## config.mk

```make
export PLATFORM = sky130hd
export DESIGN_NAME = lpdc_top
export DESIGN_NICKNAME = d
export VERILOG_FILES = /design/src/common/lpdc_pkg.sv /design/src/lpdc_backplane_map.sv /design/src/lpdc_top.sv
export VERILOG_INCLUDE_DIRS = /design/src /design/src/common
export SDC_FILE = /design/constraint.sdc
export NUM_CORES = 1
export LEC_CHECK = 0
export BUFFER_PORTS_ARGS = -buffer_cell sky130_fd_sc_hd__buf_2
export CAP_MARGIN = 5
export CELL_PAD_IN_SITES_DETAIL_PLACEMENT = 1
export CELL_PAD_IN_SITES_GLOBAL_PLACEMENT = 2
export CORE_MARGIN = 2
export CORE_UTILIZATION = 28
export CTS_CLUSTER_DIAMETER = 30
export DETAILED_ROUTE_END_ITERATION = 16
export GPL_TIMING_DRIVEN = 0
export MAX_ROUTING_LAYER = met4
export PLACE_DENSITY = 0.86
export SLEW_MARGIN = 25
export SYNTH_ARGS = -nofsm -noshare
export SYNTH_HDL_FRONTEND = slang
export SYNTH_SLANG_ARGS = --single-unit
```

## constraint.sdc

```tcl
create_clock -name i_sys_clk -period 2.2 [get_ports i_sys_clk]
set_clock_uncertainty 0.05 [all_clocks]
set_input_delay 0.44 -clock i_sys_clk [delete_from_list [all_inputs] [get_ports i_sys_clk]]
set_output_delay 0.44 -clock i_sys_clk [all_outputs]
set_load 0.05 [all_outputs]
```

## src/common/lpdc_regs.svh

```systemverilog
// Register offsets, field positions, reset values and widths of the display pin control block
`ifndef LPDC_REGS_SVH
`define LPDC_REGS_SVH

`define LPDC_ADDR_W 12
`define LPDC_CTRL_OFS 12'h000
`define LPDC_PORT_DATA_OFS 12'h004
`define LPDC_PORT_DIR_OFS 12'h008
`define LPDC_PORT_IN_OFS 12'h00C
`define LPDC_STATUS_OFS 12'h010

`define LPDC_GROUP_LSB 0
`define LPDC_GROUP_MSB 3
`define LPDC_EXPAND_BIT 4
`define LPDC_FILL_BIT 5
`define LPDC_DUTY_LSB 6
`define LPDC_DUTY_MSB 7

`define LPDC_STAT_ILLEGAL_BIT 0
`define LPDC_STAT_EXPAND_BIT 1
`define LPDC_STAT_MASK_LSB 8
`define LPDC_STAT_BP_EN_LSB 16

`define LPDC_CTRL_RST 8'h00
`define LPDC_PORT_RST 32'h0000_0000
`define LPDC_GROUP_COUNT 8

`endif

```

## src/common/lpdc_pkg.sv

```systemverilog
// Types shared by the display pin control block
package lpdc_pkg;

    typedef enum logic [1:0] {
        LPDC_DUTY_STATIC = 2'h0,
        LPDC_DUTY_HALF = 2'h1,
        LPDC_DUTY_THIRD = 2'h2,
        LPDC_DUTY_QUARTER = 2'h3
    } lpdc_duty_t;

    typedef enum logic [1:0] {
        LPDC_FN_PORT = 2'h0,
        LPDC_FN_DRIVE = 2'h1,
        LPDC_FN_EXPAND = 2'h2
    } lpdc_pin_fn_t;

endpackage : lpdc_pkg

```

## src/lpdc_backplane_map.sv

```systemverilog
// Routes backplane waveforms to the four backplane outputs by multiplex ratio and fill
`timescale 1ns/1ns
module lpdc_backplane_map
    import lpdc_pkg::*;
(
    input wire logic i_sys_clk,
    input wire logic i_sys_rst,
    input wire lpdc_duty_t i_duty,
    input wire logic i_fill,
    input wire logic [3:0] i_com_wave,
    input wire logic i_nonsel_wave,
    output logic [3:0] o_backplane,
    output logic [3:0] o_backplane_en
);

    logic [3:0] bp_next;
    logic [3:0] en_next;

    always_comb begin
        bp_next = 4'h0;
        en_next = 4'h0;
        unique case (i_duty)
            LPDC_DUTY_STATIC: begin
                if (i_fill) begin
                    bp_next = {4{i_com_wave[0]}};
                    en_next = 4'hF;
                end else begin
                    bp_next = {3'h0, i_com_wave[0]};
                    en_next = 4'h1;
                end
            end
            LPDC_DUTY_HALF: begin
                if (i_fill) begin
                    bp_next = {i_com_wave[1], i_com_wave[1], i_com_wave[0], i_com_wave[0]};
                    en_next = 4'hF;
                end else begin
                    bp_next = {2'h0, i_com_wave[1:0]};
                    en_next = 4'h3;
                end
            end
            LPDC_DUTY_THIRD: begin
                if (i_fill) begin
                    bp_next = {i_nonsel_wave, i_com_wave[2:0]};
                    en_next = 4'hF;
                end else begin
                    bp_next = {1'h0, i_com_wave[2:0]};
                    en_next = 4'h7;
                end
            end
            LPDC_DUTY_QUARTER: begin
                bp_next = i_com_wave;
                en_next = 4'hF;
            end
        endcase
    end

    always_ff @(posedge i_sys_clk) begin
        if (i_sys_rst) begin
            o_backplane <= 4'h0;
            o_backplane_en <= 4'h0;
        end else begin
            o_backplane <= bp_next;
            o_backplane_en <= en_next;
        end
    end

endmodule : lpdc_backplane_map

```

## src/lpdc_top.sv

```systemverilog
// Display pin control: APB registers, shared pin multiplexer and backplane routing
//
// The APB slave port and the address map were chosen for this implementation.
`timescale 1ns/1ns
`include "lpdc_regs.svh"

// Overview of operation
// - Group code converts pin groups from the top, two more per code pair; top bit all.
// - Codes 0000 and 0001 keep every shared pin as port; with expansion, 0000 gives the top four to the expander.
// - Expansion bit puts expander signals on top four pins; group code must be 0000.
// - Two-bit ratio field picks static, half, third or quarter duty drive.
// - Static with fill: backplanes 2 to 4 copy backplane 1; else only 1.
// - Half duty with fill: 4 copies 3, 2 copies 1; else 1 and 2.
// - Third duty with fill: backplane 4 drives non-selected; else only 1 to 3.
module lpdc_top
    import lpdc_pkg::*;
#(
    parameter int PIN_COUNT = 32,
    parameter int GROUP_WIDTH = 4
) (
    input wire logic i_sys_clk,
    input wire logic i_sys_rst,
    input wire logic i_psel,
    input wire logic i_penable,
    input wire logic i_pwrite,
    input wire logic [`LPDC_ADDR_W-1:0] i_paddr,
    input wire logic [31:0] i_pwdata,
    output logic [31:0] o_prdata,
    output logic o_pready,
    output logic o_pslverr,
    input wire logic [PIN_COUNT-1:0] i_pin,
    output logic [PIN_COUNT-1:0] o_pin,
    output logic [PIN_COUNT-1:0] o_pin_oe,
    input wire logic [PIN_COUNT-1:0] i_display_drive_line,
    input wire logic i_ext_latch_clock,
    input wire logic i_ext_shift_clock,
    input wire logic i_ext_serial_data,
    input wire logic i_ext_ac_phase,
    input wire logic [3:0] i_com_wave,
    input wire logic i_nonsel_wave,
    output logic [3:0] o_backplane,
    output logic [3:0] o_backplane_en,
    output logic [1:0] o_multiplex_ratio,
    output logic [`LPDC_GROUP_COUNT-1:0] o_drive_group_mask
);

    localparam int GROUPS = `LPDC_GROUP_COUNT;

    if (PIN_COUNT != GROUPS * GROUP_WIDTH || GROUP_WIDTH < 1) begin : g_bad_size
        $error("Pin count must be eight groups of the group width");
    end

    // Groups counted from the top: group GROUPS-1 holds the highest pins
    function automatic logic [GROUPS-1:0] group_mask(input logic [3:0] code);
        logic [GROUPS-1:0] m;
        m = '0;
        if (code[3]) begin
            m = '1;
        end else begin
            unique case (code[2:1])
                2'h0: m = '0;
                2'h1: m = 8'hC0;
                2'h2: m = 8'hF0;
                2'h3: m = 8'hFC;
            endcase
        end
        return m;
    endfunction : group_mask

    function automatic logic [31:0] read_word(input logic [`LPDC_ADDR_W-1:0] addr,
                                              input logic [7:0] ctrl,
                                              input logic [31:0] data,
                                              input logic [31:0] dir,
                                              input logic [31:0] pins,
                                              input logic [31:0] status);
        logic [31:0] w;
        w = 32'h0000_0000;
        unique case (addr)
            `LPDC_CTRL_OFS: w = {24'h00_0000, ctrl};
            `LPDC_PORT_DATA_OFS: w = data;
            `LPDC_PORT_DIR_OFS: w = dir;
            `LPDC_PORT_IN_OFS: w = pins;
            `LPDC_STATUS_OFS: w = status;
            default: w = 32'h0000_0000;
        endcase
        return w;
    endfunction : read_word

    function automatic logic addr_mapped(input logic [`LPDC_ADDR_W-1:0] addr);
        return (addr == `LPDC_CTRL_OFS) || (addr == `LPDC_PORT_DATA_OFS) || (addr == `LPDC_PORT_DIR_OFS) ||
               (addr == `LPDC_PORT_IN_OFS) || (addr == `LPDC_STATUS_OFS);
    endfunction : addr_mapped

    logic [7:0] ctrl_reg;
    logic [PIN_COUNT-1:0] port_data_reg;
    logic [PIN_COUNT-1:0] port_dir_reg;
    logic [PIN_COUNT-1:0] pin_meta_reg;
    logic [PIN_COUNT-1:0] pin_sync_reg;
    logic [31:0] rd_data_reg;
    logic rd_err_reg;
    logic [PIN_COUNT-1:0] pin_out_next;
    logic [PIN_COUNT-1:0] pin_oe_next;
    logic [GROUPS-1:0] mask_next;
    logic [GROUPS-1:0] mask_reg;
    logic illegal_next;
    logic illegal_reg;
    logic expand_next;
    logic expand_reg;
    logic [3:0] group_code;
    logic [31:0] status_word;
    logic wr_en;
    logic setup_phase;
    lpdc_duty_t duty;

    assign group_code = ctrl_reg[`LPDC_GROUP_MSB:`LPDC_GROUP_LSB];
    assign duty = lpdc_duty_t'(ctrl_reg[`LPDC_DUTY_MSB:`LPDC_DUTY_LSB]);
    assign wr_en = i_psel && i_penable && i_pwrite;
    assign setup_phase = i_psel && !i_penable;

    // Control register write
    always_ff @(posedge i_sys_clk) begin
        if (i_sys_rst) begin
            ctrl_reg <= `LPDC_CTRL_RST;
        end else if (wr_en && i_paddr == `LPDC_CTRL_OFS) begin
            ctrl_reg <= i_pwdata[7:0];
        end
    end

    // Port data and direction registers
    always_ff @(posedge i_sys_clk) begin
        if (i_sys_rst) begin
            port_data_reg <= PIN_COUNT'(`LPDC_PORT_RST);
            port_dir_reg <= PIN_COUNT'(`LPDC_PORT_RST);
        end else if (wr_en) begin
            if (i_paddr == `LPDC_PORT_DATA_OFS) begin
                port_data_reg <= i_pwdata[PIN_COUNT-1:0];
            end
            if (i_paddr == `LPDC_PORT_DIR_OFS) begin
                port_dir_reg <= i_pwdata[PIN_COUNT-1:0];
            end
        end
    end

    // Pin input synchroniser
    always_ff @(posedge i_sys_clk) begin
        if (i_sys_rst) begin
            pin_meta_reg <= '0;
            pin_sync_reg <= '0;
        end else begin
            pin_meta_reg <= i_pin;
            pin_sync_reg <= pin_meta_reg;
        end
    end

    // Pin function decode
    always_comb begin
        expand_next = ctrl_reg[`LPDC_EXPAND_BIT];
        illegal_next = expand_next && (group_code != 4'h0);
        mask_next = expand_next ? '0 : group_mask(group_code);
        for (int p = 0; p < PIN_COUNT; p++) begin
            if (mask_next[p / GROUP_WIDTH]) begin
                pin_out_next[p] = i_display_drive_line[p];
                pin_oe_next[p] = 1'b1;
            end else begin
                pin_out_next[p] = port_data_reg[p];
                pin_oe_next[p] = port_dir_reg[p];
            end
        end
        if (expand_next && !illegal_next) begin
            pin_out_next[PIN_COUNT-1] = i_ext_latch_clock;
            pin_out_next[PIN_COUNT-2] = i_ext_shift_clock;
            pin_out_next[PIN_COUNT-3] = i_ext_serial_data;
            pin_out_next[PIN_COUNT-4] = i_ext_ac_phase;
            pin_oe_next[PIN_COUNT-1 -: 4] = 4'hF;
        end
    end

    // Registered pin drive and decode state
    always_ff @(posedge i_sys_clk) begin
        if (i_sys_rst) begin
            o_pin <= '0;
            o_pin_oe <= '0;
            mask_reg <= '0;
            illegal_reg <= 1'b0;
            expand_reg <= 1'b0;
        end else begin
            o_pin <= pin_out_next;
            o_pin_oe <= pin_oe_next;
            mask_reg <= mask_next;
            illegal_reg <= illegal_next;
            expand_reg <= expand_next;
        end
    end

    always_comb begin
        status_word = 32'h0000_0000;
        status_word[`LPDC_STAT_ILLEGAL_BIT] = illegal_reg;
        status_word[`LPDC_STAT_EXPAND_BIT] = expand_reg && !illegal_reg;
        status_word[`LPDC_STAT_MASK_LSB +: GROUPS] = mask_reg;
        status_word[`LPDC_STAT_BP_EN_LSB +: 4] = o_backplane_en;
    end

    // Read data captured in the setup phase, zero wait states
    always_ff @(posedge i_sys_clk) begin
        if (i_sys_rst) begin
            rd_data_reg <= 32'h0000_0000;
            rd_err_reg <= 1'b0;
        end else if (setup_phase) begin
            rd_data_reg <= i_pwrite ? 32'h0000_0000 :
                read_word(i_paddr, ctrl_reg, 32'(port_data_reg), 32'(port_dir_reg), 32'(pin_sync_reg), status_word);
            rd_err_reg <= !addr_mapped(i_paddr);
        end
    end

    assign o_prdata = rd_data_reg;
    assign o_pready = 1'b1;
    assign o_pslverr = i_psel && i_penable && rd_err_reg;
    assign o_multiplex_ratio = ctrl_reg[`LPDC_DUTY_MSB:`LPDC_DUTY_LSB];
    assign o_drive_group_mask = mask_reg;

    lpdc_backplane_map u_backplane_map (
        .i_sys_clk(i_sys_clk),
        .i_sys_rst(i_sys_rst),
        .i_duty(duty),
        .i_fill(ctrl_reg[`LPDC_FILL_BIT]),
        .i_com_wave(i_com_wave),
        .i_nonsel_wave(i_nonsel_wave),
        .o_backplane(o_backplane),
        .o_backplane_en(o_backplane_en)
    );

endmodule : lpdc_top

```

==> impl_metrics.toml <==
[drt]
wl_per_cell_um = 20.1
initialDrtViolationCount = 547
route.detailed.drc = 0
ant_nets = 0
vias = 8680
routed_wirelength_um = 36700
avgViaCountPerCell = 4.76
first_pass_iters = 5

[timing]
fin_crit_sh_pct = 98.6
tns_ns = 0
relSlewSlack_pct = 36.0
fmaxAchievable_ghz = 0.461
setup_viol = 0
finalCriticalPeriod_ns = 2.17
hold_ws_ns = 0.0230
timing.final.hold_violations = 0
worst_slack_ns = 0.0318
drv_slew = 0
rsz0062_at_grt = "false"
tightest_slew_ns = 0.960

[clock_tree]
cts_sinks = 247
path_clk_slew_ns = 0.05
root_buffer = "clkbuf_16"
hold_buffers = 0
htree_levels = 2
cts_tree = "built"
cts_buffer_depth = 3
cts_made_buffers = 60
clk_latency_ns = 0.58

[worst_setup_path]
cpMaxStageDelayCell = "or4_1"
cp-start-kind = "primary input"
crit_arrival_ns = 2.59
timing.reg2reg.setup_slack_ns = 0.17
r2r-end = "o_pin[25]"
worst_path_largest_cell_delay_ns = 0.62
cpLargestDelayFamily = "simple AND/OR/NAND/NOR gates"
crit_buf_inv = 3
cp_max_fo = 10
crit_type = "primary input to flop"
worstPathCellList = "buf_2, or4_1, clkbuf_1, nor4_4, clkbuf_4, a22oi_1, o21ai_0"
required_ns = 2.62
r2r_cells = 6
crit_path_end_kind = "flop"
crit-reg2reg-launch = "ctrl_reg[3]"

[yosys]
synth_top_family_by_area = "simple AND/OR/NAND/NOR gates"
post_synth_and_or_nand_nor_area_fraction_pct = 19.8
synth-seq-cells = 247
synth_fp_nets = 1150
synth_compound_area_share_pct = 14.1
syn_area_um2 = 9250
synthCells = 1028
synth.area.mux_share_pct = 7.56
syn_avg_cell_area_um2 = 9.00
yosysSeqAreaShare_pct = 53.4
synth_edf_count = 0
yosys_most_used_dff = "dfxtp_1"
synth_area_leaders = "dfxtp_1, nand2_1, nor2b_1"
yosys.area.top_type_share_pct = 53.4
synth.distinct_cells = 43
yosysWarningCount = 0
synth-xor-area-share_pct = 0
synth_largest_area_cell = "dfxtp_1"
synth_fa_ha_area_share_pct = 0
synthArstFlopShare_pct = 0

[power_and_ir_drop]
total_power_mw = 14.0
powerDensity_nw_per_um2 = 1060
ir_drop_mv = 0.729
leakagePower_nw = 5.41

[die]
boundaryPins = 238
die_area_um2 = 34500
core_area_um2 = 32500
rows = 66
die_h_um = 186
die_w_um = 186
initial_utilization_pct = 28.4

[run_status]
outcome = "finished clean"

[final_layout]
final_cell_mix = "dfxtp_1, buf_2, nand2_1, a21oi_1, o21ai_0"
area_growth_pct = 42.4
nets = 1448
final_cell_area_um2 = 13200
drive_gt1_share_pct = 29.5
utilization_pct = 40.5
layout_commonest_cell = "dfxtp_1"
stdcell_count = 1825

[place]
place_ws_ns = -0.862
numPortBuffers = 234
finalWeightedCongestion = 0.867
placed_cells = 1704
dp_hpwl_um = 27100
postPlaceCellArea_um2 = 11000

[hold_path]
min_path_type = "primary input to flop"
min_path_cells = 2
min_to = "pin_meta_reg[19]"
hp-start = "i_pin[19]"

[global_routing]
overflow = 0
grt_usage_pct = 21.7
antenna_found_initial = 5
grt_first_pass_wirelength_um = 54300
grt_pass1_vias = 9114
grt_start_max_net_pins = 16

[flow_run]
cap_violations = 0
==> what timing repair did <==
action	in CTS	in global routing
endpoints found under the setup margin	26	45
setup buffers	4	0
gates resized for setup	5	9
==> layer usage <==
layer,part of all wire (%),global-route usage [%]
met5,0,-
met4,2.1,6.77
met3,6.3,5.26
met2,49,36.1
met1,43,26.0
==> how the worst max path moves through the flow <==
stage / startpoint / slack [ns] / end / depth (start not counted)
2_1_floorplan: i_paddr[5] / 0.02 / port_data_reg[12] / 7
3_3_place_gp: i_paddr[1] / -0.72 / o_prdata[14] / 7
3_5_place_dp: i_paddr[1] / -0.86 / o_prdata[19] / 7
4_1_cts: i_paddr[1] / -0.002 / o_prdata[6] / 6
5_1_grt: i_paddr[3] / 0.007 / o_prdata[1] / 6
6_report: i_paddr[1] / 0.03 / o_prdata[14] / 7
==> logic make-up after synthesis <==
family,Yosys count
simple gates,387
flops,247
compound gates,222
buf+inv,105
mux,66
other cells,1
==> cells in the mapped netlist, drive strengths merged, types with 2 or more instances <==
cell	n
nand4	3
mux2i	44
a22o	20
nand3	53
a222oi	4
nor2	70
nor3	5
clkbuf	66
a311oi	4
and3	8
or4	3
or2	2
a31oi	4
nand2b	3
o21ai	79
inv	16
dfxtp	247
a21oi	85
nor2b	71
a32oi	3
a22oi	15
o2bb2ai	6
nand2	157
mux2	21
nor4	7
and4	2
buf	23
==> cell type report <==
cell class | instances | area, µm²
clock inverter | 45 | 465
sequential | 247 | 4940
fill | 3855 | 19400
buffer | 87 | 422
timing repair buffer | 238 | 1200
multi-input combinational | 676 | 3890
clock buffer | 69 | 1630
antenna | 5 | 12.5
inverter | 16 | 60.1
tap | 442 | 553
==> power breakdown <==
group	total (mW)	internal, mW	switching, mW
sequential	4.56	4.54	0.0181
combinational	0.501	0.172	0.328
clock	8.96	6.02	2.94
total	14.0	10.7	3.28
Power figures use the tool's default switching activity.
